--- src/rtl/sfs_defines.svh ---
/*
  Constants for the segment selector and flags state block: selector indices,
  flag field positions, reset values and masks.
  Assumes inclusion by its bare name from the package and the design files.
*/
`ifndef SFS_DEFINES_SVH
`define SFS_DEFINES_SVH

`define SFS_SEL_W          16
`define SFS_FLAGS_W        32
`define SFS_WFLAGS_W       64
`define SFS_NUM_SEL        6
// Selector indices
`define SFS_IDX_CODE       3'h0
`define SFS_IDX_STACK      3'h1
`define SFS_IDX_DPRIM      3'h2
`define SFS_IDX_DEXTRA     3'h3
`define SFS_IDX_AUX1       3'h4
`define SFS_IDX_AUX2       3'h5
// Flags reset value and reserved layout (bits 1,3,5,15,22..31)
`define SFS_FLAGS_RESET    32'h0000_0002
`define SFS_FLAGS_RSVD     32'hFFC0_802A
// Low byte group moved to and from the accumulator
`define SFS_LOWGRP_MASK    32'h0000_00FF
`define SFS_SEL_RESET      16'h0000

`endif

--- src/rtl/sfs_pkg.sv ---
/*
  Types shared by the segment selector and flags state block.
  Assumes sfs_defines.svh is reachable on the include path.
*/
`include "sfs_defines.svh"

package sfs_pkg;

  // Flag transfer operations issued by execution logic
  typedef enum logic [2:0] {
    SFS_FOP_NONE,
    SFS_FOP_POP_STACK,
    SFS_FOP_LOAD_ACC,
    SFS_FOP_TASK_LOAD,
    SFS_FOP_HANDLER_CALL,
    SFS_FOP_HANDLER_TASK,
    SFS_FOP_TASK_SUSPEND,
    SFS_FOP_PUSH_STACK
  } sfs_fop_t;

  // Explicit selector load request from an instruction
  typedef struct packed {
    logic                    valid;
    logic [2:0]              index;
    logic [`SFS_SEL_W-1:0]   value;
  } sfs_sel_load_t;

  // Implicit code selector load by a control transfer
  typedef struct packed {
    logic                    valid;
    logic [`SFS_SEL_W-1:0]   value;
  } sfs_xfer_t;

  // Flags move request
  typedef struct packed {
    sfs_fop_t                op;
    logic [`SFS_FLAGS_W-1:0] data;
  } sfs_flag_req_t;

  // Outgoing flags image to stack or task state area
  typedef struct packed {
    logic                    toStack;
    logic                    toTaskArea;
    logic [`SFS_FLAGS_W-1:0] data;
  } sfs_flag_save_t;

endpackage

--- src/rtl/sfs_state.sv ---
/*
  Segment selector and program flags state: six selectors, the program flags
  register with wide-mode view, address base selection and flags save/restore.
  Assumes execution logic supplies descriptor bases, the instruction offset and
  one request per kind per cycle; hard reset covers every register, warm init only the selectors and flags.
*/
// How it works
// - Six 16-bit selectors: code, stack and four data.
// - Fetch address pairs code selector with the instruction offset.
// - Explicit code selector loads are refused; control transfers load it.
// - Stack accesses always take the stack selector and its base.
// - Explicit stack selector loads are accepted.
// - Wide mode forces zero base for code, stack and first two data selectors.
// - Wide mode keeps the auxiliary data selector bases.
// - Selector loads still pass legacy validity checks in wide mode.
// - Wide mode skips limit checks for all six selectors.
// - Hard reset or warm init sets flags to 0x00000002.
// - Bits 1, 3, 5, 15, 22..31 are reserved.
// - No whole-register access; flags move via stack or accumulator only.
// - Task suspend stores flags to the task state area.
// - Task switch reloads flags from the new task state area.
// - Handler call pushes flags onto the procedure stack.
// - Handler via task switch stores flags in the task state area instead.
// - Wide mode shows 64-bit flags with zero reserved upper half.
`timescale 1ns/1ns
`include "sfs_defines.svh"

module sfs_state
  import sfs_pkg::*;
#(
  parameter int ADDR_W = 64,
  parameter int OFF_W  = 64
)
(
  input  wire logic                     clk_sys,
  input  wire logic                     rst,
  input  wire logic                     initWarm,
  input  wire logic                     wideMode,
  input  wire sfs_sel_load_t            selLoad,
  input  wire sfs_xfer_t                codeXfer,
  input  wire sfs_flag_req_t            flagReq,
  input  wire logic [OFF_W-1:0]         instructionOffset,
  input  wire logic [ADDR_W-1:0]        descBase [`SFS_NUM_SEL],
  input  wire logic [2:0]               memSelIndex,
  input  wire logic                     memIsStack,
  input  wire logic [ADDR_W-1:0]        memOffset,
  output logic [`SFS_SEL_W-1:0]         selector_q [`SFS_NUM_SEL],
  output logic [`SFS_SEL_W-1:0]         fetchSelector_q,
  output logic [OFF_W-1:0]              fetchOffset_q,
  output logic [ADDR_W-1:0]             linearAddr_q,
  output logic [2:0]                    usedSelIndex_q,
  output logic                          limitCheckEn_q,
  output logic                          selLoadRefused_q,
  output logic                          selLoadFault_q,
  output logic [`SFS_WFLAGS_W-1:0]      wideProgramFlags_q,
  output logic [7:0]                    accumulatorFlags_q,
  output sfs_flag_save_t                flagSave_q
);

  // Elaboration guards: the legacy adder and the fetch pair need 32 bits at least
  if (ADDR_W < 32)
  begin : gAddrWidthCheck
    $error("sfs_state: address width below 32 unsupported");
  end
  if (OFF_W < 32)
  begin : gOffWidthCheck
    $error("sfs_state: offset width below 32 unsupported");
  end
  // The wide flags view is the flags register with a reserved upper half
  if (`SFS_WFLAGS_W != 2 * `SFS_FLAGS_W)
  begin : gWideFlagsCheck
    $error("sfs_state: wide flags must be twice the flags width");
  end
  // Selector indices are three bits wide, so the selector count must fit
  if (`SFS_NUM_SEL > 8)
  begin : gSelCountCheck
    $error("sfs_state: selector count exceeds the index range");
  end
  // Masked loads rebuild the reset image from reserved bits only
  if ((`SFS_FLAGS_RESET & ~`SFS_FLAGS_RSVD) != 32'h0000_0000)
  begin : gResetMaskCheck
    $error("sfs_state: flags reset value outside the reserved layout");
  end

  logic [`SFS_FLAGS_W-1:0] programFlags_q;
  logic [`SFS_FLAGS_W-1:0] programFlags_d;
  logic                    initSyncA_q;
  logic                    initSyncB_q;
  logic                    initSyncC_q;

  // Warm init arrives from a pin: three stages, init level active while B and C are both high
  always_ff @(posedge clk_sys)
  begin
    if (rst)
    begin
      initSyncA_q <= 1'b0;
      initSyncB_q <= 1'b0;
      initSyncC_q <= 1'b0;
    end
    else
    begin
      initSyncA_q <= initWarm;
      initSyncB_q <= initSyncA_q;
      initSyncC_q <= initSyncB_q;
    end
  end

  // Init acts while held; a single-sample glitch on the pin never reaches it
  wire initHit = initSyncB_q && initSyncC_q;

  // Explicit load decode: code index and indices past the last selector refused, others accepted
  wire loadCode   = selLoad.valid && (selLoad.index == `SFS_IDX_CODE);
  wire loadBadIdx = selLoad.valid && (selLoad.index >= 3'(`SFS_NUM_SEL));
  wire loadOk     = selLoad.valid && !loadCode && !loadBadIdx;

  // Legacy checks on every accepted explicit load, independent of mode
  sfs_sel_check #(.SEL_W(`SFS_SEL_W)) uCheck
  (
    .clk_sys    (clk_sys),
    .rst        (rst),
    .chkValid   (loadOk),
    .chkIndex   (selLoad.index),
    .chkValue   (selLoad.value),
    .chkFault_q (selLoadFault_q)
  );

  // One register per selector; code only moves via control transfer
  for (genvar i = 0; i < `SFS_NUM_SEL; i++)
  begin : gSel
    wire explicitHit = loadOk && (selLoad.index == 3'(i));
    wire implicitHit = (i == 0) && codeXfer.valid;
    always_ff @(posedge clk_sys)
    begin
      if (rst || initHit)
        selector_q[i] <= `SFS_SEL_RESET;
      else if (implicitHit)
        selector_q[i] <= codeXfer.value;
      else if (explicitHit)
        selector_q[i] <= selLoad.value;
    end
  end

  always_ff @(posedge clk_sys)
  begin
    if (rst)
      selLoadRefused_q <= 1'b0;
    else
      selLoadRefused_q <= loadCode || loadBadIdx;
  end

  // Stack accesses ignore the requested selector and use the stack one
  wire [2:0] effIndex = memIsStack ? `SFS_IDX_STACK : memSelIndex;
  wire       effLegal = (effIndex < 3'(`SFS_NUM_SEL));
  wire [ADDR_W-1:0] rawBase = effLegal ? descBase[effIndex] : '0;

  // Per-selector base as wide mode sees it: all but the auxiliary pair go flat
  logic [ADDR_W-1:0] flatBase [`SFS_NUM_SEL];
  for (genvar j = 0; j < `SFS_NUM_SEL; j++)
  begin : gBase
    localparam bit isAux = (j == `SFS_IDX_AUX1) || (j == `SFS_IDX_AUX2);
    assign flatBase[j] = (wideMode && !isAux) ? '0 : descBase[j];
  end

  wire [ADDR_W-1:0] effBase = effLegal ? flatBase[effIndex] : '0;
  wire [ADDR_W-1:0] legacySum = ADDR_W'(32'(rawBase) + 32'(memOffset));
  wire [ADDR_W-1:0] wideSum   = effBase + memOffset;
  wire [ADDR_W-1:0] linNext   = wideMode ? wideSum : legacySum;

  // Fetch pair: code selector with the instruction offset, one cycle behind
  always_ff @(posedge clk_sys)
  begin
    if (rst)
    begin
      fetchSelector_q <= `SFS_SEL_RESET;
      fetchOffset_q   <= '0;
    end
    else
    begin
      fetchSelector_q <= selector_q[0];
      fetchOffset_q   <= instructionOffset;
    end
  end

  // Data access address; registered so the wide adder has a full cycle
  always_ff @(posedge clk_sys)
  begin
    if (rst)
      linearAddr_q <= '0;
    else
      linearAddr_q <= linNext;
  end

  // Selector actually used and whether limit checks apply to this access
  always_ff @(posedge clk_sys)
  begin
    if (rst)
    begin
      usedSelIndex_q <= `SFS_IDX_CODE;
      limitCheckEn_q <= 1'b1;
    end
    else
    begin
      usedSelIndex_q <= effIndex;
      limitCheckEn_q <= !wideMode;
    end
  end

  // Flags update: only group moves, each masked so reserved bits keep reset values
  wire [`SFS_FLAGS_W-1:0] keepMask = `SFS_FLAGS_RSVD;
  wire [`SFS_FLAGS_W-1:0] rsvdVal  = `SFS_FLAGS_RESET & `SFS_FLAGS_RSVD;
  wire [`SFS_FLAGS_W-1:0] cleanIn  = (flagReq.data & ~keepMask) | rsvdVal;
  wire [`SFS_FLAGS_W-1:0] lowMerge =
    (programFlags_q & ~`SFS_LOWGRP_MASK) | (cleanIn & `SFS_LOWGRP_MASK);

  always_comb
  begin
    programFlags_d = programFlags_q;
    unique case (flagReq.op)
      SFS_FOP_POP_STACK:  programFlags_d = cleanIn;
      SFS_FOP_LOAD_ACC:   programFlags_d = lowMerge;
      SFS_FOP_TASK_LOAD:  programFlags_d = cleanIn;
      SFS_FOP_NONE,
      SFS_FOP_HANDLER_CALL,
      SFS_FOP_HANDLER_TASK,
      SFS_FOP_TASK_SUSPEND,
      SFS_FOP_PUSH_STACK: programFlags_d = programFlags_q;
    endcase
  end

  // Hard reset and warm init both restore the defined flags value
  always_ff @(posedge clk_sys)
  begin
    if (rst || initHit)
      programFlags_q <= `SFS_FLAGS_RESET;
    else
      programFlags_q <= programFlags_d;
  end

  // Upper half of the wide view is reserved and reads zero in every mode
  wire [`SFS_WFLAGS_W-1:0] wideNext = {32'h0000_0000, programFlags_d};

  always_ff @(posedge clk_sys)
  begin
    if (rst || initHit)
      wideProgramFlags_q <= {32'h0000_0000, `SFS_FLAGS_RESET};
    else
      wideProgramFlags_q <= wideNext;
  end

  // Outgoing images snapshot the current flags before any same-cycle change
  wire toStackNow = (flagReq.op == SFS_FOP_HANDLER_CALL) ||
                    (flagReq.op == SFS_FOP_PUSH_STACK);
  wire toTaskNow  = (flagReq.op == SFS_FOP_TASK_SUSPEND) ||
                    (flagReq.op == SFS_FOP_HANDLER_TASK);
  wire saveNow    = toStackNow || toTaskNow;
  wire [`SFS_FLAGS_W-1:0] saveData = saveNow ? programFlags_q : '0;

  // A push in the same cycle as a reload still carries the old image
  always_ff @(posedge clk_sys)
  begin
    if (rst)
      flagSave_q <= '0;
    else
      flagSave_q <= '{toStackNow, toTaskNow, saveData};
  end

  // Low flag byte for the accumulator group move; it follows warm init too,
  // so it never shows a byte that the flags register did not take
  always_ff @(posedge clk_sys)
  begin
    if (rst || initHit)
      accumulatorFlags_q <= 8'(`SFS_FLAGS_RESET);
    else
      accumulatorFlags_q <= programFlags_d[7:0];
  end

endmodule

--- src/rtl/sfs_sel_check.sv ---
/*
  Selector validity check applied to every accepted explicit selector load, in any mode.
  Assumes a registered result is acceptable one cycle after the request.
*/
`timescale 1ns/1ns
`include "sfs_defines.svh"

module sfs_sel_check
  import sfs_pkg::*;
#(
  parameter int SEL_W = `SFS_SEL_W
)
(
  input  wire logic             clk_sys,
  input  wire logic             rst,
  input  wire logic             chkValid,
  input  wire logic [2:0]       chkIndex,
  input  wire logic [SEL_W-1:0] chkValue,
  output logic                  chkFault_q
);

  // Elaboration guard: the null test and the load path assume the selector width
  if (SEL_W != `SFS_SEL_W)
  begin : gWidthCheck
    $error("sfs_sel_check: selector width must match the selector registers");
  end

  // Null selector raises a fault for the stack, which needs a real segment
  wire nullSel    = (chkValue[SEL_W-1:2] == '0);
  wire stackNull  = (chkIndex == `SFS_IDX_STACK) && nullSel;
  wire badIndex   = (chkIndex >= 3'(`SFS_NUM_SEL));
  wire faultNow   = chkValid && (stackNull || badIndex);

  // Legacy checks stay active in wide mode
  always_ff @(posedge clk_sys)
  begin
    if (rst)
      chkFault_q <= 1'b0;
    else
      chkFault_q <= faultNow;
  end

endmodule

--- config.mk ---
export PLATFORM = sky130hd
export DESIGN_NAME = sfs_state
export DESIGN_NICKNAME = d
export VERILOG_FILES = /design/src/rtl/sfs_pkg.sv /design/src/rtl/sfs_state.sv /design/src/rtl/sfs_sel_check.sv
export VERILOG_INCLUDE_DIRS = /design/src /design/src/rtl
export SDC_FILE = /design/constraint.sdc
export NUM_CORES = 1
export LEC_CHECK = 0
export BUFFER_PORTS_ARGS = -buffer_cell sky130_fd_sc_hd__buf_4
export CORE_AREA = 2 2 365 367
export DETAILED_ROUTE_END_ITERATION = 10
export DIE_AREA = 0 0 367 369
export PLACE_DENSITY_LB_ADDON = 0.12
export SYNTH_ARGS = -nofsm -noshare
export SYNTH_HDL_FRONTEND = slang
export SYNTH_SLANG_ARGS = --single-unit
--- constraint.sdc ---
create_clock -name clk_sys -period 3.8 [get_ports clk_sys]
set_clock_uncertainty 0.05 [all_clocks]
set_input_delay 0.19 -clock clk_sys [delete_from_list [all_inputs] [get_ports clk_sys]]
set_output_delay 0.19 -clock clk_sys [all_outputs]
set_load 0.01 [all_outputs]
Word level (Yosys, flattened, before mapping)
Index checks and enable logic that the tools add are counted.
{"block": "word_totals", "inputBits": 592, "out_inout_bits": 352, "word_cells": 88, "register_bits": 355}
{"block": "op_classes", "eq_ne": 12, "mux": 17, "n_addsub": 2, "reduce_logical": 29, "bitwise": 3, "magnitude_cmp": 3}
{"operator": "2-to-1 mux 64 bit", "n": 8}
{"operator": "binary-select mux 64 bit (select 3 bit)", "n": 2}
{"operator": "2-to-1 mux 32 bit", "n": 3}
{"operator": "case mux 32 bit (3 select lines)", "n": 1}
{"operator": "adder 64 bit", "n": 1}
{"operator": "adder 32 x 32 -> 33 bit", "n": 1}
{"operator": "2-to-1 mux 16 bit", "n": 2}
{"operator": "bitwise OR 32 x 8 -> 32 bit", "n": 1}
{"operator": "equality test 3 bit, second input constant", "n": 6}
{"operator": "logical NOT 14 bit", "n": 1}
{"operator": "logical AND 1 bit", "n": 13}
{"operator": "equality test 3 x 2 -> 1 bit, second input constant", "n": 4}
{"operator": "equality test 3 x 1 -> 1 bit, second input constant", "n": 2}
{"operator": "logical NOT 3 bit", "n": 2}
{"operator": "logical OR 1 bit", "n": 6}
{"operator": "OR reduction 5 bit", "n": 1}
{"operator": "greater-or-equal comparator 4 bit, second input constant", "n": 1}
{"operator": "inverter 3 -> 4 bit", "n": 1}
{"operator": "OR reduction 2 bit", "n": 2}
{"operator": "greater-or-equal comparator 3 bit, second input constant", "n": 1}
{"operator": "logical NOT 1 bit", "n": 3}
{"operator": "< comparator 3 bit, second input constant", "n": 1}
{"operator": "2-to-1 mux 3 bit", "n": 1}
{"operator": "nonzero test 2 bit", "n": 1}
{"operator": "inverter 1 bit", "n": 1}

Logic depth before layout (Yosys ltp)
Gate-level depths: netlist of run 1.
{"block": "depth", "ltp_word": 8, "mapped_depth": 19, "mapped_depth_nobuf": 16}

By module
Synthesis of run 1 repeated with hierarchy kept, for this count alone.
{"block": "hier_totals", "hier_cells": 2228, "hier_area_um2": 17902.2}
{"module": "sfs_state", "cells_per_inst": 2220, "area_each_um2": 17798.3, "seq_area_each_um2": 5745.5, "instances": 1}
{"module": "sfs_sel_check", "cells_per_inst": 8, "area_each_um2": 103.8, "seq_area_each_um2": 20.0, "instances": 1}

Worst setup path after synthesis of run 1
Ideal clock, no wire load.
{"block": "synth_timing", "kind": "input port to flip-flop", "startpoint": "input memIsStack", "endpoint": "register linearAddr_q[62]", "setup_slack_ps": -205, "arrival_ps": 3826, "path_stages": 18, "path_cell_list": "clkbuf_1 > nor2_1 > clkbuf_1 > buf_2 > mux2i_1 > o21ai_0 > and2_1 > ha_1 > buf_2 > a211oi_1 > o211ai_1 > a21o_1 > a31o_1 > a2bb2oi_1 > a21oi_1 > or3_2 > a21oi_2 > nor3b_2"}
{"block": "synth_via", "elab_chain_cells": 8, "word_cells_on_any_way": 9}
{"item": "start: declaration", "line": "sfs_state.sv:45", "text": "input wire logic memIsStack,"}
{"item": "2-to-1 mux 3 bit *", "line": "sfs_state.sv:152", "text": "wire [2:0] effIndex = memIsStack ? `SFS_IDX_STACK : memSelIndex;"}
{"item": "inverter 3 -> 4 bit (not written as such)", "line": "sfs_state.sv:164", "text": "wire [ADDR_W-1:0] effBase = effLegal ? flatBase[effIndex] : '0;"}
{"item": "binary-select mux 64 bit (select 3 bit)", "line": "sfs_state.sv:164"}
{"item": "2-to-1 mux 64 bit (not written as such) (2 in a row)", "line": "sfs_state.sv:164"}
{"item": "2-to-1 mux 64 bit *", "line": "sfs_state.sv:164"}
{"item": "adder 64 bit *", "line": "sfs_state.sv:166", "text": "wire [ADDR_W-1:0] wideSum = effBase + memOffset;"}
{"item": "2-to-1 mux 64 bit *", "line": "sfs_state.sv:167", "text": "wire [ADDR_W-1:0] linNext = wideMode ? wideSum : legacySum;"}
{"item": "end signal: assignment", "line": "sfs_state.sv:190", "text": "linearAddr_q <= linNext;"}
{"item": "end: declaration", "line": "sfs_state.sv:50", "text": "output logic [ADDR_W-1:0] linearAddr_q,"}
Every way passes the cells marked *; elsewhere a longest branch is shown, timed or not. The select of a mux whose other input is x is not followed.
A chain may end at the register's enable or synchronous reset.

Worst setup path in the final report of run 1
{"block": "layout_timing", "startpoint": "input memSelIndex[0]", "endpoint": "register linearAddr_q[63]"}
{"block": "layout_via", "elab_chain_cells": 8, "word_cells_on_any_way": 9}
{"item": "start: declaration", "line": "sfs_state.sv:44", "text": "input wire logic [2:0] memSelIndex,"}
{"item": "2-to-1 mux 3 bit *", "line": "sfs_state.sv:152"}
{"item": "inverter 3 -> 4 bit (not written as such)", "line": "sfs_state.sv:164"}
{"item": "binary-select mux 64 bit (select 3 bit)", "line": "sfs_state.sv:164"}
{"item": "2-to-1 mux 64 bit (not written as such) (2 in a row)", "line": "sfs_state.sv:164"}
{"item": "2-to-1 mux 64 bit *", "line": "sfs_state.sv:164"}
{"item": "adder 64 bit *", "line": "sfs_state.sv:166"}
{"item": "2-to-1 mux 64 bit *", "line": "sfs_state.sv:167"}
Marks and branches as above.

==> impl_metrics.toml, run 1 <==
[run_status]
status = "finished clean"

[pwr]
p_seq_share_pct = 27.4
vdd_ir_drop_max_v = 0.000254
power.net_switching_mw = 3.89
pwr-share-clk_pct = 36.9
power.internal_mw = 8.19
sw_frac_of_total_pct = 32.2
comb_power_share_pct = 35.7
power.leakage_nw = 15.3
p_per_area_nw_per_um2 = 363

[yosys]
syn_inst = 2294
async_flop_share_pct = 0
syn_area_per_cell_sq_um = 8.01
seq_area_frac_synth_pct = 31.4
syn_area_sq_um = 18400
synth_enable_flop_cells = 0
ys_types = 84
yosys_warnings = 0
ys.flop_type = "dfxtp_1"
ys_seq_elements = 288

[timing]
final.period_utilization_pct = 97.8
rsz0062_at_grt = "false"
slew_headroom_pct = 30.8
setup_tns_ns = 0
fmax_mhz = 269
final-hold-violation-count = 0
whs_ns = 0.0454
drv_slew = 0
worst_pin_slew_ns = 1.04
setup_viol = 0
period_needed_ns = 3.72

[worst_setup_path]
cp_slowest_cell = "a211oi_1"
crit_arrival_ns = 4.14
criticalPathCategory = "in2reg"
path_cells = "buf_6 > buf_4 > nor2_4 > buf_4 > buf_16 > mux2_2 > o21ai_0 > o22ai_1 > ha_1 > a21o_1 > a21o_1 > a21oi_1 > o21bai_1 > a211oi_1 > o21ai_0 > a31oi_1 > xnor2_1 > nor2_1"
critical_path_required_ns = 4.23
startpoint = "memSelIndex[0]"
crit_fanout = 26
r2r_slack_ns = 2.30
cpPeakStageDelay_ns = 0.48
endpoint_kind = "register"
startpoint_type = "input port"
r2r-start = "initSyncB_q"
rr_worst_depth = 4
reg2reg_to = "selector_q[32]"

[worst_hold_path]
worstHoldEndpoint = "selLoadRefused_q"
holdCritPathClass = "in2reg"
min_path_cells = 2
hp-start = "rst"

[floorplan]
coreArea_sq_um = 131000
start_util_pct = 14.0
num_io_pins = 944
die_width_um = 367
rows = 133
die_area_sq_um = 135000
die-height_um = 369

[cells_and_area]
drive_gt1_share_pct = 41.2
area_growth_pct = 81.3
multiInputGateArea_sq_um = 11700
seq_area_sq_um = 5770
final_cell_mix = "buf_4, nand2_1, dfxtp_1, a21oi_1, mux2i_1"
mostFrequentLayoutCell = "buf_4"
fin_nets = 4385
n_fill_cell = 14600

[routing]
vias = 21700
drcViolationCount = 0
via_per_inst = 3.96
wl_um = 111000
detail_route.wl_per_cell_um = 20.2
ant_nets = 0
drt_iter0_drc = 1054
dr.pass1.iters = 7

[grt]
grt_pass1_vias = 22600
grt_max_degree = 73
antenna_found_initial = 7
overflow = 0
track_usage_pct = 15.5
grt_pass1_wl_um = 157000

[place]
dp_hpwl_um = 91500
port_buffers = 867
gp_routability_congestion = 0.829

[clock_tree]
cts.sinks = 288
cts_tree = "yes"
cts-root-buf = "clkbuf_16"
clock_latency_ns = 0.58
cts_buffers = 43
cts.htree.levels = 2
cts_buffer_depth = 3
clk_pin_slew_ns = 0.05

[run]
drv_cap = 0
==> through the flow <==
| step | instances | util [%] | setup WS [ns] | power, mW | area, sq um |
|---|---|---|---|---|---|
| after detailed placement | 5255 | 22.9 | -0.837 | 7.58 | 30100 |
| after global placement | 5255 | 22.9 | -0.856 | 7.61 | 30100 |
| after floorplan | 2354 | - | 0.00495 | 5.15 | 18600 |
| final | 5483 | 25.4 | 0.0820 | 12.1 | 33300 |
| after global routing | 5482 | 25.4 | 0.000858 | 12.8 | 33300 |
| after CTS | 5478 | 25.3 | 0.00790 | 12.4 | 33100 |
==> cell usage after synthesis, drive strengths merged, types with 4 or more instances <==
cell | n | area, sq um
buf | 95 | 643
nand3b | 4 | 30.0
nand2 | 315 | 1180
o21ai | 127 | 639
o22ai | 64 | 400
nor3b | 8 | 65.1
xnor2 | 46 | 403
dfxtp | 288 | 5770
inv | 40 | 150
a31o | 4 | 35.0
or2 | 4 | 27.5
or3 | 12 | 76.3
xor2 | 23 | 201
nand3 | 33 | 165
a211oi | 51 | 388
mux2i | 156 | 1560
nand2b | 10 | 62.6
a31oi | 17 | 113
o221ai | 4 | 35.0
ha | 95 | 1190
o21a | 9 | 67.6
o21bai | 20 | 150
clkbuf | 120 | 470
and2 | 58 | 363
a21o | 49 | 373
nor4 | 7 | 43.8
o31ai | 9 | 82.6
a21boi | 4 | 30.0
a21oi | 220 | 1120
nor2 | 115 | 432
mux2 | 32 | 360
nand4 | 24 | 150
nor3 | 60 | 310
and3 | 17 | 109
nor2b | 93 | 582
o211ai | 10 | 75.1
==> routing by layer <==
metal	wire, um	vias to the layer above	GRT usage [%]
met3	6650	79	3.04
met4	1500	2	2.59
met2	55000	683	28.0
met5	13	-	0
met1	47800	10100	19.3
li1	-	10800	-
==> worst max path at each step <==
stage                                   to
after floorplan           linearAddr_q[60]
after global placement    linearAddr_q[62]
after detailed placement  linearAddr_q[62]
after CTS                 linearAddr_q[29]
after global routing      linearAddr_q[27]
final                     linearAddr_q[63]
==> kinds of logic (layout without fill, tap and decap cells) <==
logic type                 Yosys count  after routing  share of synthesized area (%)
AOI/OAI and AO/OA                  624            624                           21.1
xor gates and xnor gates            69             69                           3.29
adders and majority gates           97             97                           6.69
buffers and inverters              256           1629                           6.93
DFF                                288            288                           31.4
muxes                              188            188                           10.5
other                                2             63                         0.0409
and+or+nand+nor                    770            770                           20.1
==> worst max-delay path, delay by kind of cell <==
kind                       cells  cell delay (ns)
buffers and inverters          4             0.74
and+or+nand+nor                2             0.16
muxes                          1             0.36
adders and majority gates      1             0.37
xor gates and xnor gates       1             0.14
AOI/OAI and AO/OA              9             2.11
==> power groups by stage <==
| stage | clock network [mW] | registers (mW) | logic (mW) |
|---|---|---|---|
| 2_1_floorplan | 0 | 3.42 | 1.73 |
| 3_3_place_gp | 0 | 3.38 | 4.22 |
| 3_5_place_dp | 0 | 3.38 | 4.19 |
| 4_1_cts | 4.68 | 3.32 | 4.35 |
| 5_1_grt | 4.80 | 3.33 | 4.71 |
| 6_report | 4.45 | 3.31 | 4.32 |
==> state kept, by name, summed over array words and instances (netlist names) <==
register,cells
limitCheckEn_q,1
initSyncB_q,1
uCheck.chkFault_q,1
fetchOffset_q,64
initSyncA_q,1
selector_q,96
flagSave_q,21
fetchSelector_q,16
linearAddr_q,64
usedSelIndex_q,3
selLoadRefused_q,1
wideProgramFlags_q,18
initSyncC_q,1
==> area by class of cell <==
| type | count | share of cell area [%] |
|---|---|---|
| diodes | 1 | 0.00751 |
| clock buffers | 57 | 3.60 |
| clock inverters | 19 | 1.06 |
| inverters | 40 | 0.451 |
| multi-input cells | 1810 | 35.2 |
| flip-flops and latches | 288 | 17.3 |
| well taps | 1755 | 6.59 |
| repair buffers | 1513 | 35.8 |
==> repair_timing <==
action / in CTS / in global routing
hold buffers: 147 / 0
pin swaps: 0 / 9
endpoints found under the hold margin: 186 / 0
endpoints found under the setup margin: 5 / 29
gates cloned: 0 / 1
resized for setup: 7 / 43
buffers inserted: 0 / 3
(Power assumes the default switching activity.)
==> inputs of run 2 (changes only) <==
==> constraint.sdc (replaced) <==
create_clock -name clk_sys -period 3.8 [get_ports clk_sys]
set_clock_uncertainty 0.05 [all_clocks]
set_input_delay 0.38 -clock clk_sys [delete_from_list [all_inputs] [get_ports clk_sys]]
set_output_delay 0.38 -clock clk_sys [all_outputs]
set_load 0.01 [all_outputs]
==> run 2 against run 1 <==
Effect of this change: register-to-register slack worse by 0.04 ns; power decreased by 1.4%; via count down 1.2%; critical path depth rose by 2; flip-flop and latch count unchanged; utilization rose by 0.12 points; setup slack better by 0.020 ns; non-clock buffer count up 8; global-route usage decreased by 0.31 points; sequential power barely moved; wire length is 1.8% lower; worst hold slack improved by 0.022 ns.
==> impl_metrics.toml, run 2 (synthesized netlist as in run 1, its figures left out) <==
[worst_setup_path]
cp_slowest_cell = "or4_4"
crit_fanout = 17
reg2reg_to = "selector_q[21]"
endpoint = "linearAddr_q[48]"
criticalPathCategory = "in2reg"
path_cells = "buf_6 > buf_6 > nor2_4 > buf_12 > buf_4 > mux2i_2 > o21ai_1 > and2_1 > ha_1 > a21o_1 > a31oi_2 > or4_4 > a21oi_4 > a21bo_4 > a311oi_4 > buf_12 > o31ai_2 > xnor2_1 > buf_4 > nor2_1"
endpoint_kind = "register"
r2r-start = "initSyncB_q"
startpoint = "memSelIndex[0]"
cpPeakStageDelay_ns = 0.58
rr_worst_depth = 4
r2r_slack_ns = 2.26
critical_path_required_ns = 4.25
startpoint_type = "input port"
crit_arrival_ns = 4.14

[timing]
drv_slew = 0
setup_viol = 0
setup_tns_ns = 0
rsz0062_at_grt = "true"
worst_pin_slew_ns = 1.05
final-hold-violation-count = 0
final.period_utilization_pct = 97.3
period_needed_ns = 3.70
fmax_mhz = 270
slew_headroom_pct = 29.7

[pwr]
total_power_mw = 11.9
p_per_area_nw_per_um2 = 356
power.leakage_nw = 15.4
vdd_ir_drop_max_v = 0.000298

[clock_tree]
clk_pin_slew_ns = 0.06
cts_buffer_depth = 3
cts_buffers = 43
cts.htree.levels = 2
cts.sinks = 288
clock_latency_ns = 0.59
cts_tree = "yes"
cts-root-buf = "clkbuf_16"

[cells_and_area]
area_growth_pct = 82.2
mostFrequentLayoutCell = "buf_4"
n_fill_cell = 14600
drive_gt1_share_pct = 43.3
largest_reg_flops = 96
fin_nets = 4393
final_cells = 5496
fin_util_pct = 25.5
reg_top3 = "selector_q (96), fetchOffset_q (64), linearAddr_q (64)"
final_cell_mix = "buf_4, nand2_1, dfxtp_1, a21oi_1, mux2i_1"
regMostFlops = "selector_q"

[grt]
grt_pass1_vias = 22300
grt_max_degree = 82
antenna_found_initial = 7
grt_pass1_wl_um = 154000
overflow = 0
track_usage_pct = 15.2

[routing]
vias = 21400
detail_route.wl_per_cell_um = 19.8
drt_iter0_drc = 714
wl_um = 109000
dr.pass1.iters = 5
ant_nets = 0
via_per_inst = 3.90
drcViolationCount = 0

[worst_hold_path]
holdCritPathClass = "in2reg"
min_path_cells = 3

[floorplan]
die_width_um = 367
die_area_sq_um = 135000
coreArea_sq_um = 131000
die-height_um = 369
start_util_pct = 14.0
rows = 133
num_io_pins = 944

[place]
dp_hpwl_um = 89900
port_buffers = 867
dp_cells = 5285
gp_routability_congestion = 0.816

[run_status]
status = "finished clean"

[run]
drv_cap = 0
## run 2: cell types whose count changed in the layout (fill, tap and decap cells not counted), moves of 10 or more
cell and delta:
dlygate4sd3_1 -34, buf_4 +33, o21ai_0 -19, o21ai_1 +14, clkinv_2 +10
## run 2: layer usage
layer / part of all wire [%] / global-route usage, % / vias to the layer above
met5: 0 / 0 / -
met4: 2.5 / 4.19 / 0
met3: 5.6 / 2.84 / 89
met2: 48 / 26.6 / 667
met1: 44 / 19.1 / 9841
li1: - / - / 10800
## run 2: worst min path at each step
stage	endpoint	slack, ns	from
floorplan	initSyncB_q	0.36	initSyncA_q
global placement	initSyncB_q	0.39	initSyncA_q
detailed placement	initSyncB_q	0.39	initSyncA_q
CTS	flagSave_q[32]	0.009	flagReq[32]
global route	fetchOffset_q[0]	0.02	instructionOffset[0]
finish	flagSave_q[32]	0.07	flagReq[32]
## run 2: timing repair
action                                  4_1_cts  5_1_grt
hold buffers                                113        0
endpoints found under the hold margin       153        0
cloned                                        1        1
gates resized for setup                      13      101
endpoints found under the setup margin       20       36
setup buffers                                 1       13
pin swaps                                     2       15
## run 2: final cells by class
cell class / count / area, sq um / area share [%]
inverter: 40 / 150 / 0.449
clock buffer: 58 / 1220 / 3.65
sequential: 288 / 5770 / 17.2
multi-input combinational: 1810 / 11900 / 35.6
clock inverter: 21 / 209 / 0.624
timing repair buffer: 1521 / 12000 / 35.8
antenna: 3 / 7.51 / 0.0224
tap: 1755 / 2200 / 6.56
## run 2: power breakdown
group	switching, mW	internal [mW]	leakage (nW)
logic	2.12	2.27	12.3
clock network	1.75	2.47	0.718
registers	0.0925	3.20	2.36
total	3.96	7.95	15.4
## run 2: worst max-delay path, delay by kind of cell
family                     cells  cell delay, ns
and+or+nand+nor                4            0.93
muxes                          1            0.22
buffers and inverters          6            0.90
adders and majority gates      1            0.32
xor gates and xnor gates       1            0.20
AOI/OAI and AO/OA              7            1.16
## run 2: per-stage QoR
step / setup slack [ns] / cell area, sq um / hold slack, ns
after floorplan: -0.0105 / 18600 / 0.364
after detailed placement: -1.01 / 30300 / 0.386
after CTS: 0.00954 / 33000 / 0.00865
final: 0.102 / 33500 / 0.0676
after global routing: -0.0802 / 33500 / 0.0245
after global placement: -1.03 / 30300 / 0.391
==> inputs of run 3 (changes only) <==
- GPL_TIMING_DRIVEN: not set -> 0
==> run 3 against run 2 <==
Effect of this change: utilization decreased by 1.2 points; flip-flop and latch count unchanged; sequential power about the same; design area decreased by 4.7%; power decreased by 3.0%; combinational power decreased by 8.4%; clock power about the same; non-clock buffer count decreased by 308; clock-buffer cell count unchanged; critical path type unchanged.
==> impl_metrics.toml, run 3 (synthesized netlist as in run 1, its figures left out) <==
[run_status]
status = "finished clean"

[floorplan]
num_io_pins = 944
coreArea_sq_um = 131000
start_util_pct = 14.0
rows = 133
die-height_um = 369
die_width_um = 367
die_area_sq_um = 135000

[cells_and_area]
largest_reg_flops = 96
regMostFlops = "selector_q"
final_cells = 5188
drive_gt1_share_pct = 40.8
final_cell_area_sq_um = 31900
reg_top3 = "selector_q (96), fetchOffset_q (64), linearAddr_q (64)"
fin_nets = 4084
multiInputGateArea_sq_um = 13000
fin_util_pct = 24.3
final_cell_mix = "buf_4, nand2_1, dfxtp_1, a21oi_1, mux2i_1"
mostFrequentLayoutCell = "buf_4"
n_fill_cell = 14600
area_growth_pct = 73.5
seq_area_sq_um = 5770

[timing]
final.period_utilization_pct = 99.9
fmax_mhz = 263
setup_viol = 0
rsz0062_at_grt = "true"
final-hold-violation-count = 0
drv_slew = 0
worst_pin_slew_ns = 1.36
period_needed_ns = 3.80
slew_headroom_pct = 9.17

[pwr]
vdd_ir_drop_max_v = 0.000261
p_per_area_nw_per_um2 = 362
power.leakage_nw = 13.8

[worst_setup_path]
critical_path_required_ns = 4.21
criticalPathCategory = "in2reg"
crit_arrival_ns = 4.21
crit_fanout = 10
endpoint_kind = "register"
startpoint = "memIsStack"
endpoint = "linearAddr_q[31]"
rr_worst_depth = 5
r2r-start = "initSyncB_q"
r2r_slack_ns = 1.54
reg2reg_to = "selector_q[80]"
startpoint_type = "input port"

[clock_tree]
cts.htree.levels = 2
cts-root-buf = "clkbuf_16"
clk_pin_slew_ns = 0.06
cts.sinks = 288
cts_buffers = 42
cts_buffer_depth = 3
clock_latency_ns = 0.59
cts_tree = "yes"

[place]
gp_routability_congestion = 0.815
placed_area_sq_um = 27300
dp_cells = 4972
port_buffers = 863
dp_hpwl_um = 95700

[run]
drv_cap = 0

[worst_hold_path]
holdCritPathClass = "in2reg"

[routing]
drt_iter0_drc = 1127
ant_nets = 0
drcViolationCount = 0
via_per_inst = 4.01
vias = 20800
wl_um = 115000
dr.pass1.iters = 5
detail_route.wl_per_cell_um = 22.1

[grt]
grt_max_degree = 13
antenna_found_initial = 9
grt_pass1_vias = 21300
overflow = 0
track_usage_pct = 16.1
grt_pass1_wl_um = 159000
## run 3: timing repair
action / CTS / global route
hold buffers: 101 / 0
setup endpoints to repair: 55 / 39
endpoints found under the hold margin: 123 / 0
pin swaps: 39 / 53
resized for setup: 287 / 150
buffers inserted: 30 / 21
gates cloned: 1 / 1
## run 3: worst min-delay path by stage
| stage | start | to | slack [ns] | cells after the start |
|---|---|---|---|---|
| 2_1_floorplan | initSyncA_q | initSyncB_q | 0.36 | 1 |
| 3_3_place_gp | selector_q[65] | selector_q[65] | 0.40 | 2 |
| 3_5_place_dp | initSyncA_q | initSyncB_q | 0.39 | 1 |
| 4_1_cts | selLoad[8] | selector_q[24] | 0.001 | 3 |
| 5_1_grt | instructionOffset[39] | fetchOffset_q[39] | 0.008 | 2 |
| 6_report | codeXfer[14] | selector_q[94] | 0.05 | 3 |
## run 3: layout make-up
type,instances,share of cell area (%)
Antenna cell,6,0.0471
Tap cell,1755,6.89
Multi-Input combinational cell,1810,40.7
Buffer,196,4.12
Sequential cell,288,18.1
Clock inverter,18,0.840
Timing Repair Buffer,1017,25.0
Clock buffer,58,3.80
Inverter,40,0.483
## run 3: metrics by stage
| stage | power [mW] | setup WS (ns) | TNS [ns] | hold WS [ns] |
|---|---|---|---|---|
| CTS | 11.6 | 0.00249 | 0 | 0.00135 |
| detailed placement | 6.86 | -3.21 | -112.43 | 0.391 |
| global placement | 6.88 | -3.17 | -111.84 | 0.395 |
| finish | 11.5 | 0.00486 | 0 | 0.0453 |
| global route | 12.2 | -0.0341 | -0.179 | 0.00752 |
| floorplan | 5.15 | -0.0105 | -0.0105 | 0.364 |
## run 3: worst max-delay path: stages
cell       delay [ns]
buf_4            0.11
clkbuf_8         0.17
nor2_4           0.22
clkbuf_16        0.23
buf_4            0.12
mux2i_1          0.20
o21ai_1          0.11
and2_1           0.20
ha_4             0.24
a21o_2           0.22
o21bai_2         0.24
buf_4            0.16
o21ai_2          0.14
a21oi_2          0.09
o2111ai_4        0.34
buf_6            0.16
nand2_4          0.08
a211oi_2         0.28
xnor2_1          0.12
a221o_1          0.37
## run 3: metal layers
metal	vias up	global-route usage, %	wire [um]	part of all wire [%]
li1	10200	-	-	-
met1	9725	20.0	48800	43
met2	744	27.7	55700	49
met3	100	3.49	7300	6.4
met4	2	4.58	2830	2.5
met5	-	0	12	0.010
## run 3: power by group
| group | internal (mW) | total, mW | switching, mW |
|---|---|---|---|
| Sequential | 3.21 | 3.28 | 0.0786 |
| Clock | 2.58 | 4.24 | 1.67 |
| Combinational | 1.84 | 4.02 | 2.18 |
| Total | 7.62 | 11.5 | 3.93 |
